===== config.mk =====
export PLATFORM = sky130hd
export DESIGN_NAME = low_power_pin_state_control
export DESIGN_NICKNAME = d
export VERILOG_FILES = /design/src/include/pin_state_pkg.sv /design/src/verilog/pin_state_hold.sv /design/src/verilog/low_power_pin_state_control.sv
export SDC_FILE = /design/constraint.sdc
export NUM_CORES = 1
export LEC_CHECK = 0
export BUFFER_PORTS_ARGS = -buffer_cell sky130_fd_sc_hd__buf_2
export CORE_ASPECT_RATIO = 1.75
export CORE_MARGIN = 2
export CORE_UTILIZATION = 35
export DETAILED_ROUTE_END_ITERATION = 16
export PLACE_DENSITY = 0.66
export SKIP_CTS_REPAIR_TIMING = 1
export SYNTH_ARGS = -nofsm -noshare
export SYNTH_HDL_FRONTEND = slang
export SYNTH_SLANG_ARGS = --single-unit

===== constraint.sdc =====
create_clock -name clk -period 3.8 [get_ports clk]
set_input_delay 0.19 -clock clk [delete_from_list [all_inputs] [get_ports clk]]
set_output_delay 0.19 -clock clk [all_outputs]
set_load 0.05 [all_outputs]

===== src/include/pin_state_pkg.sv =====
/*
 Shared constants for the low-power pin-state controller: register map, field
 positions, reset values, bus response codes and the processing-mode encoding.
 Assumes an AXI4-Lite master with 32-bit data and an 8-bit byte address.
*/
package pin_state_pkg;
   localparam int ADDR_WIDTH = 8;
   localparam int NUM_PINS_DEF = 16;
   localparam int ANALOG_BITS_DEF = 12;

   // register byte offsets
   localparam logic [7:0] OFS_FUNC_CTRL = 8'h00;
   localparam logic [7:0] OFS_DEEP_CTRL = 8'h04;
   localparam logic [7:0] OFS_SW_WAKE = 8'h08;
   localparam logic [7:0] OFS_DEEP_WAKE = 8'h0C;
   localparam logic [7:0] OFS_STATUS = 8'h10;
   localparam logic [7:0] OFS_ANALOG = 8'h14;

   // function control fields
   localparam int BIT_RTC_SEL = 0;
   localparam int BIT_CLK_SEL = 1;
   localparam int BIT_ANALOG_OE = 2;
   localparam int BIT_USB_INPUT = 3;
   localparam int BIT_USB_DEEP_WAKE = 4;
   localparam int BIT_PULL_EN = 5;
   localparam int FUNC_CTRL_BITS = 6;
   localparam logic [5:0] FUNC_CTRL_RESET = 6'h20;

   // deep standby control and status fields
   localparam int BIT_RETENTION = 0;
   localparam int BIT_SCAN_EN = 4;

   localparam logic [1:0] RESP_OKAY = 2'h0;
   localparam logic [1:0] RESP_SLVERR = 2'h2;

   typedef enum logic [2:0] {
      MODE_RUN,
      MODE_SW_STBY,
      MODE_DEEP_STBY,
      MODE_RETAIN,
      MODE_STARTUP
   } pin_mode_e;
endpackage : pin_state_pkg


===== src/verilog/pin_state_hold.sv =====
/*
 Per-pin state holder for the general pins: follows the live peripheral drive
 while running and freezes or releases it in the low-power modes.
 Assumes the mode input comes from the same clock domain and is registered.
*/
`timescale 1ns/1ps
module pin_state_hold #(
   parameter int NUM_PINS = pin_state_pkg::NUM_PINS_DEF
) (
   input wire logic clk,
   input wire logic srst,
   input wire logic ce,
   input wire pin_state_pkg::pin_mode_e mode,
   input wire logic [NUM_PINS-1:0] liveOut,
   input wire logic [NUM_PINS-1:0] liveOe,
   input wire logic [NUM_PINS-1:0] swWake,
   input wire logic [NUM_PINS-1:0] dsWake,
   output logic [NUM_PINS-1:0] pinOut,
   output logic [NUM_PINS-1:0] pinOe,
   output logic [NUM_PINS-1:0] pinIe
);
   import pin_state_pkg::*;

   // pin registers; outputs never fall through combinationally
   always_ff @(posedge clk)
   begin
      if (srst)
      begin
         pinOut <= '0;
         pinOe <= '0;
         pinIe <= '0;
      end
      else if (ce)
      begin
         case (mode)
            MODE_RUN:
            begin
               pinOut <= liveOut;
               pinOe <= liveOe;
               pinIe <= ~liveOe;
            end
            MODE_SW_STBY:
            begin
               // drivers keep their level; inputs float unless waking
               pinIe <= swWake & ~pinOe;
            end
            MODE_DEEP_STBY:
            begin
               // wake sources only add input paths, never alter drive
               pinIe <= pinIe | dsWake;
            end
            MODE_RETAIN:
            begin
               pinIe <= pinIe;
            end
            default:
            begin
               pinOe <= '0;
               pinIe <= '0;
            end
         endcase
      end
   end
endmodule : pin_state_hold


===== src/verilog/low_power_pin_state_control.sv =====
/*
 Pin-state controller across run, software standby, deep software standby and
 the return from deep standby, with an AXI4-Lite register slave.
 Assumes standby requests come from the power-mode controller on clk and that
 all peripheral drive inputs are synchronous to clk.
*/
// Design decisions made here: the register addresses and the AXI4-Lite interface to the registers.
`timescale 1ns/1ps
module low_power_pin_state_control #(
   parameter int NUM_PINS = pin_state_pkg::NUM_PINS_DEF,
   parameter int ANALOG_BITS = pin_state_pkg::ANALOG_BITS_DEF
) (
   input wire logic clk,
   input wire logic srst,
   input wire logic ce,
   input wire logic [pin_state_pkg::ADDR_WIDTH-1:0] awaddr,
   input wire logic awvalid,
   output logic awready,
   input wire logic [31:0] wdata,
   input wire logic [3:0] wstrb,
   input wire logic wvalid,
   output logic wready,
   output logic [1:0] bresp,
   output logic bvalid,
   input wire logic bready,
   input wire logic [pin_state_pkg::ADDR_WIDTH-1:0] araddr,
   input wire logic arvalid,
   output logic arready,
   output logic [31:0] rdata,
   output logic [1:0] rresp,
   output logic rvalid,
   input wire logic rready,
   input wire logic swStandbyReq,
   input wire logic deepStandbyReq,
   input wire logic [NUM_PINS-1:0] liveOut,
   input wire logic [NUM_PINS-1:0] liveOe,
   output logic [NUM_PINS-1:0] pinOut,
   output logic [NUM_PINS-1:0] pinOe,
   output logic [NUM_PINS-1:0] pinIe,
   input wire logic tdoLive,
   output logic tdoOut,
   output logic tdoOe,
   output logic jtagPullUp,
   output logic bootModePullUp,
   output logic scanEnable,
   input wire logic rtcClkLive,
   output logic rtcOutPin,
   output logic rtcOutOe,
   input wire logic clkOutLive,
   output logic clkOutPin,
   output logic clkOutOe,
   output logic [ANALOG_BITS-1:0] analogOutValue,
   output logic analogOutOe,
   output logic usbDataIe,
   output pin_state_pkg::pin_mode_e pinMode
);
   import pin_state_pkg::*;

   pin_mode_e next_mode;
   logic [FUNC_CTRL_BITS-1:0] funcCtrl;
   logic ioRetention;
   logic [NUM_PINS-1:0] swWake;
   logic [NUM_PINS-1:0] dsWake;
   logic [ANALOG_BITS-1:0] analogData;
   logic [ADDR_WIDTH-1:0] awAddr;
   logic [31:0] wData;
   logic [3:0] wStrb;
   logic [31:0] oldWord;
   logic [31:0] mergedWord;
   logic writeFire;
   logic deepCtrlWrite;

   // register image at a byte address; unused bits read zero
   function automatic logic [31:0] regWord(input logic [ADDR_WIDTH-1:0] a);
      logic [31:0] w;
      w = 32'h0000_0000;
      case ({a[ADDR_WIDTH-1:2], 2'b00})
         OFS_FUNC_CTRL: w[FUNC_CTRL_BITS-1:0] = funcCtrl;
         OFS_DEEP_CTRL: w[BIT_RETENTION] = ioRetention;
         OFS_SW_WAKE: w[NUM_PINS-1:0] = swWake;
         OFS_DEEP_WAKE: w[NUM_PINS-1:0] = dsWake;
         OFS_STATUS: w = {27'h0, scanEnable, 1'b0, pinMode};
         OFS_ANALOG: w[ANALOG_BITS-1:0] = analogData;
         default: w = 32'h0000_0000;
      endcase
      return w;
   endfunction : regWord

   function automatic logic regMapped(input logic [ADDR_WIDTH-1:0] a);
      logic [ADDR_WIDTH-1:0] w;
      w = {a[ADDR_WIDTH-1:2], 2'b00};
      return (w == OFS_FUNC_CTRL) || (w == OFS_DEEP_CTRL) || (w == OFS_SW_WAKE) ||
         (w == OFS_DEEP_WAKE) || (w == OFS_STATUS) || (w == OFS_ANALOG);
   endfunction : regMapped

   // next {oe, out} of a dedicated output pin that may stay live in standby
   function automatic logic [1:0] liveOutNext(input pin_mode_e m, input logic sel,
      input logic live, input logic curOe, input logic curOut);
      logic [1:0] r;
      r = {curOe, curOut};
      case (m)
         MODE_RUN: r = {sel, live};
         MODE_SW_STBY: r = sel ? {1'b1, live} : {curOe, curOut};
         MODE_DEEP_STBY: r = {curOe, curOut};
         MODE_RETAIN: r = {curOe, curOut};
         default: r = {1'b0, curOut};
      endcase
      return r;
   endfunction : liveOutNext

   // both address and data held, response not yet posted
   assign writeFire = !awready && !wready && !bvalid;
   assign deepCtrlWrite = writeFire && ({awAddr[ADDR_WIDTH-1:2], 2'b00} == OFS_DEEP_CTRL);

   // byte-lane merge of the pending write into the current register image
   always_comb
   begin
      oldWord = regWord(awAddr);
      mergedWord = oldWord;
      for (int b = 0; b < 4; b++)
      begin
         if (wStrb[b])
            mergedWord[8*b +: 8] = wData[8*b +: 8];
      end
   end

   // write channels: address and data accepted in either order
   always_ff @(posedge clk)
   begin
      if (srst)
      begin
         awready <= 1'b1;
         wready <= 1'b1;
         bvalid <= 1'b0;
         bresp <= RESP_OKAY;
         awAddr <= '0;
         wData <= 32'h0000_0000;
         wStrb <= 4'h0;
      end
      else if (ce)
      begin
         if (awvalid && awready)
         begin
            awAddr <= awaddr;
            awready <= 1'b0;
         end
         if (wvalid && wready)
         begin
            wData <= wdata;
            wStrb <= wstrb;
            wready <= 1'b0;
         end
         if (writeFire)
         begin
            bvalid <= 1'b1;
            bresp <= regMapped(awAddr) ? RESP_OKAY : RESP_SLVERR;
         end
         if (bvalid && bready)
         begin
            bvalid <= 1'b0;
            awready <= 1'b1;
            wready <= 1'b1;
         end
      end
   end

   // read channel: one read in flight, data registered at acceptance
   always_ff @(posedge clk)
   begin
      if (srst)
      begin
         arready <= 1'b1;
         rvalid <= 1'b0;
         rdata <= 32'h0000_0000;
         rresp <= RESP_OKAY;
      end
      else if (ce)
      begin
         if (arvalid && arready)
         begin
            arready <= 1'b0;
            rvalid <= 1'b1;
            rdata <= regWord(araddr);
            rresp <= regMapped(araddr) ? RESP_OKAY : RESP_SLVERR;
         end
         if (rvalid && rready)
         begin
            rvalid <= 1'b0;
            arready <= 1'b1;
         end
      end
   end

   // configuration registers; status is read-only and writes to it are dropped
   always_ff @(posedge clk)
   begin
      if (srst)
      begin
         funcCtrl <= FUNC_CTRL_RESET;
         ioRetention <= 1'b0;
         swWake <= '0;
         dsWake <= '0;
         analogData <= '0;
      end
      else if (ce && writeFire)
      begin
         case ({awAddr[ADDR_WIDTH-1:2], 2'b00})
            OFS_FUNC_CTRL: funcCtrl <= mergedWord[FUNC_CTRL_BITS-1:0];
            OFS_DEEP_CTRL: ioRetention <= mergedWord[BIT_RETENTION];
            OFS_SW_WAKE: swWake <= mergedWord[NUM_PINS-1:0];
            OFS_DEEP_WAKE: dsWake <= mergedWord[NUM_PINS-1:0];
            OFS_ANALOG: analogData <= mergedWord[ANALOG_BITS-1:0];
            default: ioRetention <= ioRetention;
         endcase
      end
   end

   // processing mode sequencing
   always_comb
   begin
      next_mode = pinMode;
      case (pinMode)
         MODE_RUN:
         begin
            if (deepStandbyReq)
               next_mode = MODE_DEEP_STBY;
            else if (swStandbyReq)
               next_mode = MODE_SW_STBY;
         end
         MODE_SW_STBY:
         begin
            if (deepStandbyReq)
               next_mode = MODE_DEEP_STBY;
            else if (!swStandbyReq)
               next_mode = MODE_RUN;
         end
         MODE_DEEP_STBY:
         begin
            if (!deepStandbyReq)
               next_mode = ioRetention ? MODE_RETAIN : MODE_STARTUP;
         end
         MODE_RETAIN:
         begin
            // pins stay frozen until software drops retention
            if (!ioRetention)
               next_mode = MODE_RUN;
         end
         MODE_STARTUP:
         begin
            if (deepCtrlWrite)
               next_mode = MODE_RUN;
         end
         default: next_mode = MODE_RUN;
      endcase
   end

   always_ff @(posedge clk)
   begin
      if (srst)
         pinMode <= MODE_RUN;
      else if (ce)
         pinMode <= next_mode;
   end

   // scan is held off for the whole reset and enabled after release
   always_ff @(posedge clk)
   begin
      if (srst)
         scanEnable <= 1'b0;
      else if (ce)
         scanEnable <= 1'b1;
   end

   pin_state_hold #(
      .NUM_PINS(NUM_PINS)
   ) u_hold (
      .clk(clk),
      .srst(srst),
      .ce(ce),
      .mode(pinMode),
      .liveOut(liveOut),
      .liveOe(liveOe),
      .swWake(swWake),
      .dsWake(dsWake),
      .pinOut(pinOut),
      .pinOe(pinOe),
      .pinIe(pinIe)
   );

   // clock-type outputs that may keep running through software standby
   always_ff @(posedge clk)
   begin
      if (srst)
      begin
         {rtcOutOe, rtcOutPin} <= 2'h0;
         {clkOutOe, clkOutPin} <= 2'h0;
      end
      else if (ce)
      begin
         {rtcOutOe, rtcOutPin} <= liveOutNext(pinMode, funcCtrl[BIT_RTC_SEL],
            rtcClkLive, rtcOutOe, rtcOutPin);
         {clkOutOe, clkOutPin} <= liveOutNext(pinMode, funcCtrl[BIT_CLK_SEL],
            clkOutLive, clkOutOe, clkOutPin);
      end
   end

   // debug, mode-strap, analog and USB pins
   always_ff @(posedge clk)
   begin
      if (srst)
      begin
         tdoOut <= 1'b0;
         tdoOe <= 1'b1;
         jtagPullUp <= 1'b1;
         bootModePullUp <= 1'b1;
         analogOutValue <= '0;
         analogOutOe <= 1'b0;
         usbDataIe <= 1'b0;
      end
      else if (ce)
      begin
         case (pinMode)
            MODE_RUN:
            begin
               tdoOut <= tdoLive;
               tdoOe <= 1'b1;
               jtagPullUp <= funcCtrl[BIT_PULL_EN];
               bootModePullUp <= funcCtrl[BIT_PULL_EN];
               analogOutValue <= analogData;
               analogOutOe <= funcCtrl[BIT_ANALOG_OE];
               usbDataIe <= funcCtrl[BIT_USB_INPUT];
            end
            MODE_SW_STBY:
            begin
               // converter output stays enabled only while its enable bit is set; the value is always kept
               if (!funcCtrl[BIT_ANALOG_OE])
                  analogOutOe <= 1'b0;
               usbDataIe <= funcCtrl[BIT_USB_INPUT];
            end
            MODE_DEEP_STBY:
               usbDataIe <= usbDataIe | funcCtrl[BIT_USB_DEEP_WAKE];
            MODE_RETAIN:
               usbDataIe <= usbDataIe;
            default:
            begin
               // startup without retention: all float, debug output alive
               tdoOut <= tdoLive;
               tdoOe <= 1'b1;
               jtagPullUp <= 1'b0;
               bootModePullUp <= 1'b0;
               analogOutOe <= 1'b0;
               usbDataIe <= 1'b0;
            end
         endcase
      end
   end
endmodule : low_power_pin_state_control


# After elaboration in Yosys (flattened, before gate mapping)
# Index checks and enable logic that the tools add are counted.
[word_totals]
latch_bits = 0
mem_bits_rw = 0
memories = 0
out_inout_bits = 115
inputBits = 97
mem_bits_ro = 0
ff_bits = 174
word_cells = 156
[op_classes]
n_shift = 0
n_reduce_logical = 55
n_eq_ne = 22
magnitude_cmp = 0
n_mul = 0
n_mux = 41
div = 0
bitwise = 8
n_addsub = 0
[ops]
columns = ["operator", "count"]
rows = [
  ["16-bit case mux with 4 select lines", 1],
  ["5-bit case mux with 5 select lines", 2],
  ["6-bit case mux with 3 select lines", 2],
  ["16-bit NOT", 2],
  ["16-bit case mux with 2 select lines", 1],
  ["2-bit AND reduction", 16],
  ["6-bit by 2-bit equality test with 1-bit output (second input constant)", 4],
  ["6-bit by 3-bit equality test with 1-bit output (second input constant)", 4],
  ["3-bit two-way mux", 8],
  ["16-bit AND", 1],
  ["8-bit two-way mux", 2],
  ["16-bit OR", 1],
  ["4-bit case mux with 2 select lines", 2],
  ["3-bit case mux with 5 select lines", 1],
  ["6-bit by 1-bit equality test with 1-bit output (second input constant)", 2],
  ["6-bit logical NOT", 2],
  ["2-bit != test (second input constant)", 6],
  ["2-bit case mux with 3 select lines", 2],
  ["1-bit two-way mux", 11],
  ["1-bit logical OR", 10],
  ["2-bit nonzero test", 5],
  ["1-bit logical AND", 9],
  ["3-bit AND reduction", 3],
  ["2-bit two-way mux", 4],
  ["other kinds (16)", 25],
]

# Logic depth before layout (Yosys ltp)
# Gate-level depths: netlist of run 1.
[logic_depth]
ltp_word = 7
depth_mapped = 7
ltp_nobuf = 4

# By module
# Synthesis of run 1 repeated with hierarchy kept, for this count alone.
[unflattened]
cells_unflattened = 933
hier_area_um2 = 7972.6
[modules_own_cells]
columns = ["mod", "cells_per_inst", "seq_area_each_um2", "instances", "area_each_um2"]
rows = [
  ["low_power_pin_state_control", 678, 2442.3, 1, 5843.1],
  ["pin_state_hold", 255, 960.9, 1, 2129.5],
]

# Worst setup path before layout of run 1
# Ideal clock, no wire load.
[synth_timing]
path_type = "flip-flop to flip-flop"
startpoint = "register bvalid"
endpoint = "register funcCtrl[1]"
setup_time_ns = 0.116
period_less_slack_ns = 1.977
n_path_buf = 2
stages_incl_launch_ff = 7
slack_ns = 1.823
arrival_time_ns = 1.862
required_time_ns = 3.684
cell_sequence = "dfxtp_1 or4b_1 buf_6 nor4b_4 buf_6 nor3b_1 a31o_1"
[synth_between]
elab_chain_len = 4
[synth_rtl]
columns = ["item", "line", "rtl"]
rows = [
  ["from (decl)", "low_power_pin_state_control.sv:24", "output logic bvalid,"],
  ["from (signal assigned)", "low_power_pin_state_control.sv:134", "bvalid <= 1'b0;"],
  ["from (signal assigned)", "low_power_pin_state_control.sv:155", "bvalid <= 1'b1;"],
  ["from (signal assigned)", "low_power_pin_state_control.sv:160", "bvalid <= 1'b0;"],
  ["1-bit logical NOT", "low_power_pin_state_control.sv:112", "assign writeFire = !awready && !wready && !bvalid;"],
  ["1-bit logical AND", "low_power_pin_state_control.sv:112", ""],
  ["1-bit logical AND", "low_power_pin_state_control.sv:205", "else if (ce && writeFire)"],
  ["2-bit AND reduction (no source line)", "n/a", ""],
  ["to (signal assigned)", "low_power_pin_state_control.sv:208", "OFS_FUNC_CTRL: funcCtrl <= mergedWord[FUNC_CTRL_BITS-1:0];"],
  ["to (decl)", "low_power_pin_state_control.sv:60", "logic [FUNC_CTRL_BITS-1:0] funcCtrl;"],
]
# Every way passes these cells.
# A chain may end at the register's enable or synchronous reset.

# Worst setup path in the final report of run 1
[layout_timing]
startpoint = "register awAddr[4]"
endpoint = "register analogData[10]"
[layout_between]
elab_chain_len = 3
word_cells_on_any_way = 6
classes_between = "eq/ne (3); mux (2); reduce/logical (1)"
[layout_rtl]
columns = ["item", "line", "rtl"]
rows = [
  ["from (decl)", "low_power_pin_state_control.sv:65", "logic [ADDR_WIDTH-1:0] awAddr;"],
  ["from (signal assigned)", "low_power_pin_state_control.sv:144", "awAddr <= awaddr;"],
  ["6-bit by 3-bit equality test with 1-bit output / 6-bit by 2-bit equality test with 1-bit output (equally long branches)", "low_power_pin_state_control.sv:77, low_power_pin_state_control.sv:207", ""],
  ["6-bit case mux with 3 select lines", "low_power_pin_state_control.sv:77", "case ({a[ADDR_WIDTH-1:2], 2'b00})"],
  ["8-bit two-way mux", "low_power_pin_state_control.sv:122", "if (wStrb[b])"],
  ["to (signal assigned)", "low_power_pin_state_control.sv:212", "OFS_ANALOG: analogData <= mergedWord[ANALOG_BITS-1:0];"],
  ["to (decl)", "low_power_pin_state_control.sv:64", "logic [ANALOG_BITS-1:0] analogData;"],
]
# Parallel ways exist; a longest one is shown, timed or not.

==> metrics, run 1 <==
FF+latch count, synth 170; critical path arrival 2700 ps; r2r startpoint awAddr[4]$_SDFFE_PP0P_; GRT Total Usage 19.5%; cell breakdown of the critical path nand3b_1, nor3_4, nand2_1, o22ai_1; Clock Tree Buf Depth 2; relative slew slack 33.4%; row cnt 73; fraction of registers with async set/reset 0%; Synth Area in Compound Gates between 20% and 30%; reg-to-reg slack, setup between 1000 and 1500 ps; Post-synth EDFFs 0; largest net degree at the start of global routing 70; Psw 0.00138 W; # nets final 1216; RSZ-0062 raised after global routing false; footprint of the multi-input gates slightly above 4000 µm²; YS warnings 0; Worst Max-Slew Pin Slew 999 ps; DRC 0; kind of critical path flip-flop to flip-flop; Hold WS -17.2 ps; Adder-Cell Fraction of Synth Area 0%; Fill cells 2328; Layout Skew 11.8 ps; pwr dens roughly 470 nW/µm²; commonest cells after routing, fill and taps aside dfxtp_1 (170), buf_2 (169), nand2_1 (153); Post-Synth XOR/XNOR Area 0%; Distinct cells, synth 70; Die Ht approximately 200 µm; Post-DRT Antenna Nets 0; Seq/Total Area, Yosys a little over two fifths; initial antenna violation count 2; Clock Latency Late Sink approximately 440 ps; vias in the first global route about 7000; gp weighted congestion 0.878; Core ar. around 23000 µm²; Setup WS pre-CTS 1400 ps; initial drt markers roughly 470; maximum vdd drop 218 µV; first-pass GRT wire length 37600 µm; FMAX around 430 MHz; IO Pins 212; CP Launch Point awAddr[4]$_SDFFE_PP0P_; final hold viol count 14; Clk pwr share 40.5%; max-slew violation count 0; dominant cell type by area after synthesis dfxtp_1; wire length per cell about 17 µm; Lkg Pwr 3.87 nW; layout cells sized above 1 24.0%; CP Max Fanout 16; post-DR vias/cell around 5.3; max-cap violations 0; drt total wl ~24000 µm; Max stage delay on crit path about 740 ps; Area growth syn-to-layout 21.1%; H-tree levels 4; final worst path period need 2350 ps; sw frac 30.5%; Sink Count 170; Crit-path slowest cell dfxtp_1; Sum Neg Setup Slack 0 ps; Initial Util 35.5%; HPWL after DPL 17600 µm; final cell count without fillers 1433; Sequential Power Share 42.2%; Worst EP required 4160 ps; GRT overflow 0; Seq. cell area 3400 µm²; CTS tree yes; startpoint type of the worst setup path flip-flop; post-synth top area share 42.4%; synthesized netlist cell count 977; die area 24200 µm²; Vias 7524; failing checks negative hold slack; Final Setup Violations 0; Die Width 119 µm; status finished, violations left; P_int 0.00315 W; DR pass1 iterations 4; Clock transition at path regs 60 ps; Simple-Gate Fraction of Synth Area 23.0%; Worst Hold Launch rtcClkLive; Worst Slack Setup Final approximately 1500 ps; Setup crit end kind flip-flop; Syn Area/Cell around 8 µm²; largest family of logic cells by synthesized area simple AND/OR/NAND/NOR gates; leading post-synthesis cells by cell area dfxtp_1 (42%), nand2_1 (7.1%), a21oi_1 (6.6%); Syn Std Cell Area 8030 µm²; commonest non-fill, non-tap cell in the layout dfxtp_1; Period Utilization, post-route roughly 60%; Hold Path Class primary input to flip-flop; mux cell area share after synthesis between 4 and 5%; Inst Count DP 1384; combinational share of power ~17%; Main synth FF type dfxtp_1; I/O Buffers 170; Root Buffer clkbuf_16; cts bufs inserted 17
==> cell families (layout without fill, tap and decap cells) <==
| kind of cell | count (synthesis) | after routing |
|---|---|---|
| buf+inv | 125 | 263 |
| compound gates | 280 | 280 |
| simple gates | 365 | 365 |
| other cells | 2 | 20 |
| flops | 170 | 170 |
| mux | 35 | 35 |
==> layer usage <==
| metal | wire, µm | GRT usage (%) |
|---|---|---|
| met4 | 1020 | 10.8 |
| met1 | 9960 | 21.8 |
| met3 | 1150 | 4.91 |
| met5 | 11 | 0 |
| met2 | 12000 | 33.7 |
==> final cells by class <==
type                            instances  area share, %
Multi-Input combinational cell        699           42.1
Clock inverter                          9           1.40
Tap cell                              300           3.86
Timing Repair Buffer                  199           11.4
Clock buffer                           23           4.92
Antenna cell                            1         0.0257
Inverter                               32           1.24
Sequential cell                       170           35.0
==> power by group through the flow <==
stage / combinational (W) / sequential, W / clock, W
floorplan: 0.000404 / 0.00214 / 0
CTS: 0.000778 / 0.00191 / 0.00186
global placement: 0.000770 / 0.00195 / 0
finish: 0.000789 / 0.00191 / 0.00184
detailed placement: 0.000775 / 0.00195 / 0
global route: 0.000850 / 0.00192 / 0.00193
==> state kept, by name, summed over array words and instances, names as in the netlist, 2 cells and up <==
| name | flops |
|---|---|
| awAddr | 6 |
| wStrb | 2 |
| swWake | 16 |
| dsWake | 16 |
| u_hold.pinIe | 16 |
| funcCtrl | 6 |
| rdata | 16 |
| u_hold.pinOut | 16 |
| analogOutValue | 12 |
| pinMode | 3 |
| u_hold.pinOe | 16 |
| analogData | 12 |
| wData | 16 |
==> worst max-delay path, delay by kind of cell (launching register included) <==
family	cells	cell delay, ps
AO/OA/AOI/OAI	1	220
flip-flops	1	740
AND/OR/NAND/NOR	3	1300
==> metrics by stage <==
step	utilization [%]	power [W]	cell area (µm²)
floorplan	-	0.00254	8100
global placement	39.5	0.00272	8950
detailed placement	39.5	0.00273	8950
CTS	42.2	0.00456	9560
global route	42.9	0.00470	9720
finish	42.9	0.00454	9720
==> synth_stat cells, drive strengths merged, types with 22 or more instances <==
library cell	count
a22oi	22
clkbuf	52
nor2	55
o21ai	54
inv	32
buf	41
nand3	22
mux2i	27
nand2	154
dfxtp	170
nor3	41
a21oi	109
==> path summary, 6_finish.rpt <==
kind                                        end  cells after the start
hold reg to reg   u_hold.pinIe[10]$_SDFFE_PP0P_                      2
hold / removal           rtcOutPin$_SDFFE_PP0P_                      3
setup reg to reg    analogData[10]$_SDFFE_PP0P_                      4
setup / recovery    analogData[10]$_SDFFE_PP0P_                      4
Power figures use the tool's default switching activity.
==> inputs of run 2 (changes only) <==
--- a/config.mk
+++ b/config.mk
@@ -10,7 +10,7 @@
 export CORE_MARGIN = 2
 export CORE_UTILIZATION = 35
 export DETAILED_ROUTE_END_ITERATION = 16
-export PLACE_DENSITY = 0.66
+export PLACE_DENSITY = 0.68
 export SKIP_CTS_REPAIR_TIMING = 1
 export SYNTH_ARGS = -nofsm -noshare
 export SYNTH_HDL_FRONTEND = slang
==> constraint.sdc (replaced) <==
create_clock -name clk -period 1.95 [get_ports clk]
set_input_delay 0.0975 -clock clk [delete_from_list [all_inputs] [get_ports clk]]
set_output_delay 0.0975 -clock clk [all_outputs]
set_load 0.05 [all_outputs]
==> run 2 against run 1 <==
Effect of this change: the flow still finishes with violations (negative hold slack); combinational power rose by 120%; core utilization rose by 4.2 points; count of clock-buffer cells in the layout fell by 1; critical path depth rose by 3; design area rose by 9.7%; first-iteration DRC count rose by 1.3%; critical endpoint is now dsWake[12]$_SDFFE_PP0P_.
==> metrics, run 2 (synthesis results as in run 1) <==
status finished, violations left (unchanged); failing checks negative hold slack (unchanged); reg-to-reg slack, setup 80 ps (was 1450 ps); initial drt markers 471 (was 465); Setup WS pre-CTS 50.8 ps (was 1400 ps); HPWL after DPL 18600 µm (was 17600 µm); first-pass GRT wire length 39000 µm (was 37600 µm); Clk pwr share 37.3% (was 40.5%); combinational share of power 20.2% (was 17.4%); kind of critical path flip-flop to flip-flop (unchanged); Sequential Power Share 42.5% (was 42.2%); Psw 0.00270 W (was 0.00138 W); row cnt 73 (unchanged); maximum vdd drop 419 µV (was 218 µV); initial antenna violation count 0 (was 2); final cell count without fillers 1532 (was 1433); Worst EP required 2310 ps (was 4160 ps); Hold WS -5.54 ps (was -17.2 ps); pwr dens 819 nW/µm² (was 467 nW/µm²); Clock transition at path regs 70 ps (was 60 ps); layout cells sized above 1 26.9% (was 24.0%); startpoint type of the worst setup path flip-flop (unchanged); Post-DRT Antenna Nets 0 (unchanged); GRT Total Usage 20.1% (was 19.5%); CTS tree yes (unchanged); Root Buffer clkbuf_16 (unchanged); Layout Skew 13.4 ps (was 11.8 ps); RSZ-0062 raised after global routing false (unchanged); Hold Path Class primary input to flip-flop (unchanged); commonest non-fill, non-tap cell in the layout buf_2 (was dfxtp_1); final hold viol count 1 (was 14); hold endpoint arready$_SDFFE_PP1P_ (was rtcOutPin$_SDFFE_PP0P_); max-cap violations 0 (unchanged); vias in the first global route 7501 (was 7090); critical path arrival 2230 ps (was 2700 ps); Die Width 119 µm (unchanged); I/O Buffers 170 (unchanged); Setup crit end kind flip-flop (unchanged); GRT overflow 0 (unchanged); Sink Count 170 (unchanged); RR Endpoint dsWake[12]$_SDFFE_PP0P_ (was analogData[10]$_SDFFE_PP0P_); met3 Usage GRT 4.16% (was 4.91%); Vias 8005 (was 7524); largest net degree at the start of global routing 42 (was 70); Sum Neg Setup Slack 0 ps (unchanged); CP Max Fanout 10 (was 16); FMAX 536 MHz (was 426 MHz); Reg2Reg Depth 7 (was 4); Worst Slack Setup Final 84.5 ps (was 1450 ps); max-slew violation count 0 (unchanged); DRC 0 (unchanged); Clock Tree Buf Depth 2 (unchanged); die area 24200 µm² (unchanged); post-DR vias/cell 5.23 (was 5.25); Fill cells 2228 (was 2328); Final Setup Violations 0 (unchanged); Inserted Diodes 0 (was 1); Lkg Pwr 4.33 nW (was 3.87 nW); Area growth syn-to-layout 32.8% (was 21.1%); P_int 0.00604 W (was 0.00315 W); gp weighted congestion 0.898 (was 0.878); relative slew slack 62.5% (was 33.4%); Clock Latency Late Sink 430 ps (was 440 ps); Inst Count DP 1434 (was 1384); Initial Util 35.5% (unchanged); drt total wl 25600 µm (was 24200 µm); IO Pins 212 (unchanged); commonest cells after routing, fill and taps aside buf_2 (169), dfxtp_1 (167), nand2_1 (153) (was dfxtp_1 (170), buf_2 (169), nand2_1 (153)); final worst path period need 1870 ps (was 2350 ps); met2 Track Usage GR 36.2% (was 33.7%); Worst Hold Launch arvalid (was rtcClkLive); H-tree levels 4 (unchanged); M1 GR Usage 22.0% (was 21.8%); cts bufs inserted 17 (unchanged); DR pass1 iterations 7 (was 4); r2r startpoint bvalid$_SDFFE_PP0P_ (was awAddr[4]$_SDFFE_PP0P_); cell depth of the worst hold path 4 (was 3); Core ar. 22700 µm² (unchanged); Worst Max-Slew Pin Slew 554 ps (was 999 ps); sw frac 30.9% (was 30.5%); wire length per cell 16.7 µm (was 16.9 µm); Die Ht 204 µm (unchanged); Period Utilization, post-route 95.7% (was 61.7%); # nets final 1317 (was 1216); most used routing layer met2 (unchanged)
## run 2: critical path, stage by stage (launching register included)
cell and delay, ps:
dfxtp_2 320, or4b_4 530, buf_6 170, nor4_4 260
buf_4 190, buf_8 140, nor2_1 50, nor3_2 140
## run 2: layer usage
| metal | up-vias | wire (µm) |
|---|---|---|
| li1 | 3930 | - |
| met1 | 3749 | 10200 |
| met2 | 262 | 13200 |
| met3 | 64 | 1180 |
| met4 | 0 | 1030 |
| met5 | - | 0 |
## run 2: area by class of cell
class                   count  area [µm²]  share of cell area, %
clock inverters             9        90.1                  0.845
inverters                  32         120                   1.13
multi-input cells         699        4120                   38.6
well taps                 300         375                   3.52
clock buffers              22         474                   4.45
flip-flops and latches    170        3410                   31.9
repair buffers            300        2080                   19.5
## run 2: how the worst max path moves through the flow
stage	start	to	slack [ps]
after floorplan	awready$_SDFFE_PP1P_	funcCtrl[1]$_SDFFE_PP0P_	20
after global placement	awAddr[2]$_SDFFE_PP0P_	dsWake[6]$_SDFFE_PP0P_	80
after detailed placement	bvalid$_SDFFE_PP0P_	swWake[6]$_SDFFE_PP0P_	50
after CTS	bvalid$_SDFFE_PP0P_	swWake[6]$_SDFFE_PP0P_	40
after global routing	bvalid$_SDFFE_PP0P_	dsWake[12]$_SDFFE_PP0P_	0.6
final	bvalid$_SDFFE_PP0P_	dsWake[12]$_SDFFE_PP0P_	80
## run 2: power by group through the flow
stage	clock network (W)	logic (W)	registers, W
floorplan	0	0.000787	0.00417
CTS	0.00333	0.00165	0.00371
global route	0.00347	0.00189	0.00373
finish	0.00326	0.00176	0.00372
global placement	0	0.00163	0.00379
detailed placement	0	0.00165	0.00379
## run 2: per-stage QoR
stage | total power (W) | area [µm²] | util (%)
2_1_floorplan | 0.00496 | 8100 | -
3_5_place_dp | 0.00544 | 9400 | 41.5
4_1_cts | 0.00870 | 9960 | 44.0
6_report | 0.00874 | 10700 | 47.1
3_3_place_gp | 0.00542 | 9400 | 41.5
5_1_grt | 0.00908 | 10700 | 47.1
==> inputs of run 3 (changes only) <==
--- a/config.mk
+++ b/config.mk
@@ -5,12 +5,13 @@
 export SDC_FILE = /design/constraint.sdc
 export NUM_CORES = 1
 export LEC_CHECK = 0
+export ABC_AREA = 1
 export BUFFER_PORTS_ARGS = -buffer_cell sky130_fd_sc_hd__buf_2
 export CORE_ASPECT_RATIO = 1.75
 export CORE_MARGIN = 2
 export CORE_UTILIZATION = 35
 export DETAILED_ROUTE_END_ITERATION = 16
-export PLACE_DENSITY = 0.68
+export PLACE_DENSITY = 0.66
 export SKIP_CTS_REPAIR_TIMING = 1
 export SYNTH_ARGS = -nofsm -noshare
 export SYNTH_HDL_FRONTEND = slang
==> constraint.sdc (replaced) <==
create_clock -name clk -period 1.76 [get_ports clk]
set_input_delay 0.088 -clock clk [delete_from_list [all_inputs] [get_ports clk]]
set_output_delay 0.088 -clock clk [all_outputs]
set_load 0.05 [all_outputs]
==> run 3 against run 2 <==
Effect of this change: the run still ends with negative hold slack left; hold slack got worse by 57 ps; register-to-register slack improved by 80 ps; first-iteration DRC count increased by 26%; clock power increased by 19%; combinational power increased by 110%; critical path type unchanged; critical endpoint is now analogData[11]$_SDFFE_PP0P_; largest power group unchanged.
==> metrics, run 3 <==
Syn Area/Cell 7.11 µm² (was 8.22 µm²); Clock Latency Late Sink 430 ps (about the same); CP dominant cell by count nand2_1; CP Max Fanout 9 (was 10); dominant cell type by area after synthesis dfxtp_1 (unchanged); critical path arrival 1970 ps (was 2230 ps); RR Endpoint analogData[11]$_SDFFE_PP0P_ (was dsWake[12]$_SDFFE_PP0P_); Clock transition at path regs 60 ps (was 70 ps); Core ar. 22600 µm² (was 22700 µm²); Final Setup Violations 0 (unchanged); Die Ht 204 µm (about the same); pwr dens 1170 nW/µm² (was 819 nW/µm²); relative slew slack 65.7% (was 62.5%); commonest non-fill, non-tap cell in the layout nand2_1 (was buf_2); GRT Total Usage 20.6% (was 20.1%); # nets final 1424 (was 1317); DR pass1 iterations 5 (was 7); initial drt markers 594 (was 471); failing checks negative hold slack (unchanged); H-tree levels 4 (unchanged); Vias 8270 (was 8005); FMAX 626 MHz (was 536 MHz); Setup crit end kind flip-flop (unchanged); Clk pwr share 32.4% (was 37.3%); FF+latch count, synth 170 (unchanged); GRT overflow 0 (unchanged); most common cell in the netlist nand2_1 (was dfxtp_1); Period Utilization, post-route 90.8% (was 95.7%); Post-DRT Antenna Nets 0 (unchanged); fraction of registers with async set/reset 0% (unchanged); row cnt 73 (unchanged); post-synth top area share 42.6% (was 42.4%); Syn Std Cell Area 7980 µm² (was 8030 µm²); Reg2Reg Depth 10 (was 7); Distinct cells, synth 37 (was 70); Inserted Diodes 0 (unchanged); Seq/Total Area, Yosys 42.6% (was 42.4%); leading post-synthesis cells by cell area dfxtp_1 (43%), nand2_1 (9.5%), a21oi_1 (9.4%) (was dfxtp_1 (42%), nand2_1 (7.1%), a21oi_1 (6.6%)); hold endpoint awAddr[7]$_SDFFE_PP0P_ (was arready$_SDFFE_PP1P_); Die Width 118 µm (was 119 µm); Sequential Power Share 37.2% (was 42.5%); vias in the first global route 7657 (was 7501); startpoint type of the worst setup path flip-flop (unchanged); HPWL after DPL 18600 µm (about the same); Worst Max-Slew Pin Slew 515 ps (was 554 ps); Max stage delay on crit path 420 ps (was 530 ps); Hold Path Class primary input to flip-flop (unchanged); RSZ-0062 raised after global routing false (unchanged); cell breakdown of the critical path inv_2, nor2_4, inv_2, nor2_4, nand2_1, o211ai_2, nand2_1, nand3_1, nand2_1, inv_1 (was or4b_4, buf_6, nor4_4, buf_4, buf_8, nor2_1, nor3_2); final hold viol count 8 (was 1); Post-synth top cells nand2_1 (201), dfxtp_1 (170), a21oi_1 (150), nand3_1 (112), inv_1 (104) (was dfxtp_1 (170), nand2_1 (153), a21oi_1 (106), nor2_1 (55), clkbuf_1 (52)); P_int 0.00743 W (was 0.00604 W); YS warnings 0 (unchanged); first-pass GRT wire length 40000 µm (was 39000 µm); largest net degree at the start of global routing 109 (was 42); Hold WS -62.6 ps (was -5.54 ps); commonest cells after routing, fill and taps aside nand2_1 (201), dfxtp_1 (169), buf_2 (169) (was buf_2 (169), dfxtp_1 (167), nand2_1 (153)); combinational share of power 30.4% (was 20.2%); cell depth of the worst hold path 3 (was 4); CTS tree yes (unchanged); sw frac 38.1% (was 30.9%); Psw 0.00458 W (was 0.00270 W); IO Pins 212 (unchanged); Sum Neg Setup Slack 0 ps (unchanged); Post-synth EDFFs 0 (unchanged); max-slew violation count 0 (unchanged); cts bufs inserted 17 (unchanged); Worst EP required 2130 ps (was 2310 ps); Initial Util 35.4% (was 35.5%); Main synth FF type dfxtp_1 (unchanged); max-cap violations 0 (unchanged); Pwr Total 0.0120 W (was 0.00874 W); drt total wl 25900 µm (was 25600 µm); r2r startpoint awAddr[2]$_SDFFE_PP0P_ (was bvalid$_SDFFE_PP0P_); final worst path period need 1600 ps (was 1870 ps); Area growth syn-to-layout 28.9% (was 32.8%); Crit-path slowest cell dfxtp_1 (was or4b_4); Worst Hold Launch awaddr[7] (was arvalid); Root Buffer clkbuf_16 (unchanged); kind of critical path flip-flop to flip-flop (unchanged); CP bufs+invs 3 (unchanged); layout cells sized above 1 20.4% (was 26.9%); Lkg Pwr 4.43 nW (was 4.33 nW); Clock Tree Buf Depth 2 (unchanged); wire length per cell 15.8 µm (was 16.7 µm); post-layout util 45.6% (was 47.1%); DRC 0 (unchanged); status finished, violations left (unchanged); die area 24100 µm² (was 24200 µm²); gp weighted congestion 0.957 (was 0.898); synthesized netlist cell count 1122 (was 977); initial antenna violation count 0 (unchanged); Fill cells 2236 (was 2228); reg-to-reg slack, setup 160 ps (was 80 ps); Layout Skew 7.87 ps (was 13.4 ps); I/O Buffers 170 (unchanged); Worst path top cell family by delay simple AND/OR/NAND/NOR gates (unchanged); maximum vdd drop 663 µV (was 419 µV); Sink Count 170 (unchanged); post-DR vias/cell 5.05 (was 5.23)
## run 3: final cells by class
cell class | count | area [µm²] | share of cell area, %
clock inverter | 12 | 164 | 1.59
clock buffer | 19 | 443 | 4.31
timing repair buffer | 249 | 1700 | 16.5
multi-input combinational | 770 | 3740 | 36.4
tap | 300 | 375 | 3.65
inverter | 119 | 454 | 4.41
sequential | 170 | 3400 | 33.1
## run 3: power by group through the flow
stage | clock network [W] | logic (W) | registers, W
final | 0.00389 | 0.00366 | 0.00447
after global routing | 0.00411 | 0.00391 | 0.00451
after floorplan | 0 | 0.00168 | 0.00547
after detailed placement | 0 | 0.00353 | 0.00454
after global placement | 0 | 0.00351 | 0.00453
after CTS | 0.00396 | 0.00355 | 0.00446
## run 3: through the flow
step	setup slack [ps]	cells	hold WS, ps	cell area, µm²
3_3_place_gp	170	1556	313	9150
4_1_cts	102	1587	-128	9760
6_report	162	1639	-62.6	10300
3_5_place_dp	130	1556	333	9150
5_1_grt	23.8	1639	2.07	10300
2_1_floorplan	11.3	1139	223	8040
## run 3: cells by family (layout without fill, tap and decap cells)
group                  count (synthesis)  in the layout  share of synthesized area (%)
buffers and inverters                199            399                           11.3
and+or+nand+nor                      451            451                           26.0
other                                  2             19                         0.0941
AOI/OAI and AO/OA                    300            300                           20.0
DFF                                  170            170                           42.6
## run 3: worst max path at each step
stage | slack [ps] | startpoint | endpoint | cells after the start
final | 160 | awAddr[2]$_SDFFE_PP0P_ | analogData[11]$_SDFFE_PP0P_ | 10
after global routing | 20 | awAddr[3]$_SDFFE_PP0P_ | dsWake[1]$_SDFFE_PP0P_ | 9
after CTS | 100 | pinMode[1]$_SDFFE_PP0P_ | u_hold.pinIe[0]$_SDFFE_PP0P_ | 7
after detailed placement | 130 | pinMode[1]$_SDFFE_PP0P_ | u_hold.pinIe[11]$_SDFFE_PP0P_ | 7
after global placement | 170 | pinMode[1]$_SDFFE_PP0P_ | u_hold.pinIe[9]$_SDFFE_PP0P_ | 7
after floorplan | 10 | pinMode[2]$_SDFFE_PP0P_ | pinMode[2]$_SDFFE_PP0P_ | 10
## run 3: routing by layer
layer  share of wire [%]  track usage (%)  wire length (µm)
met1                  39             23.0             10200
met2                  52             37.9             13500
met3                 4.9             3.36              1260
met4                 3.6             9.72               941
met5                   0                0                 0
## run 3: worst min-delay path: stages
cell and delay, ps:
buf_2 70, o21ai_0 70, a21oi_1 100
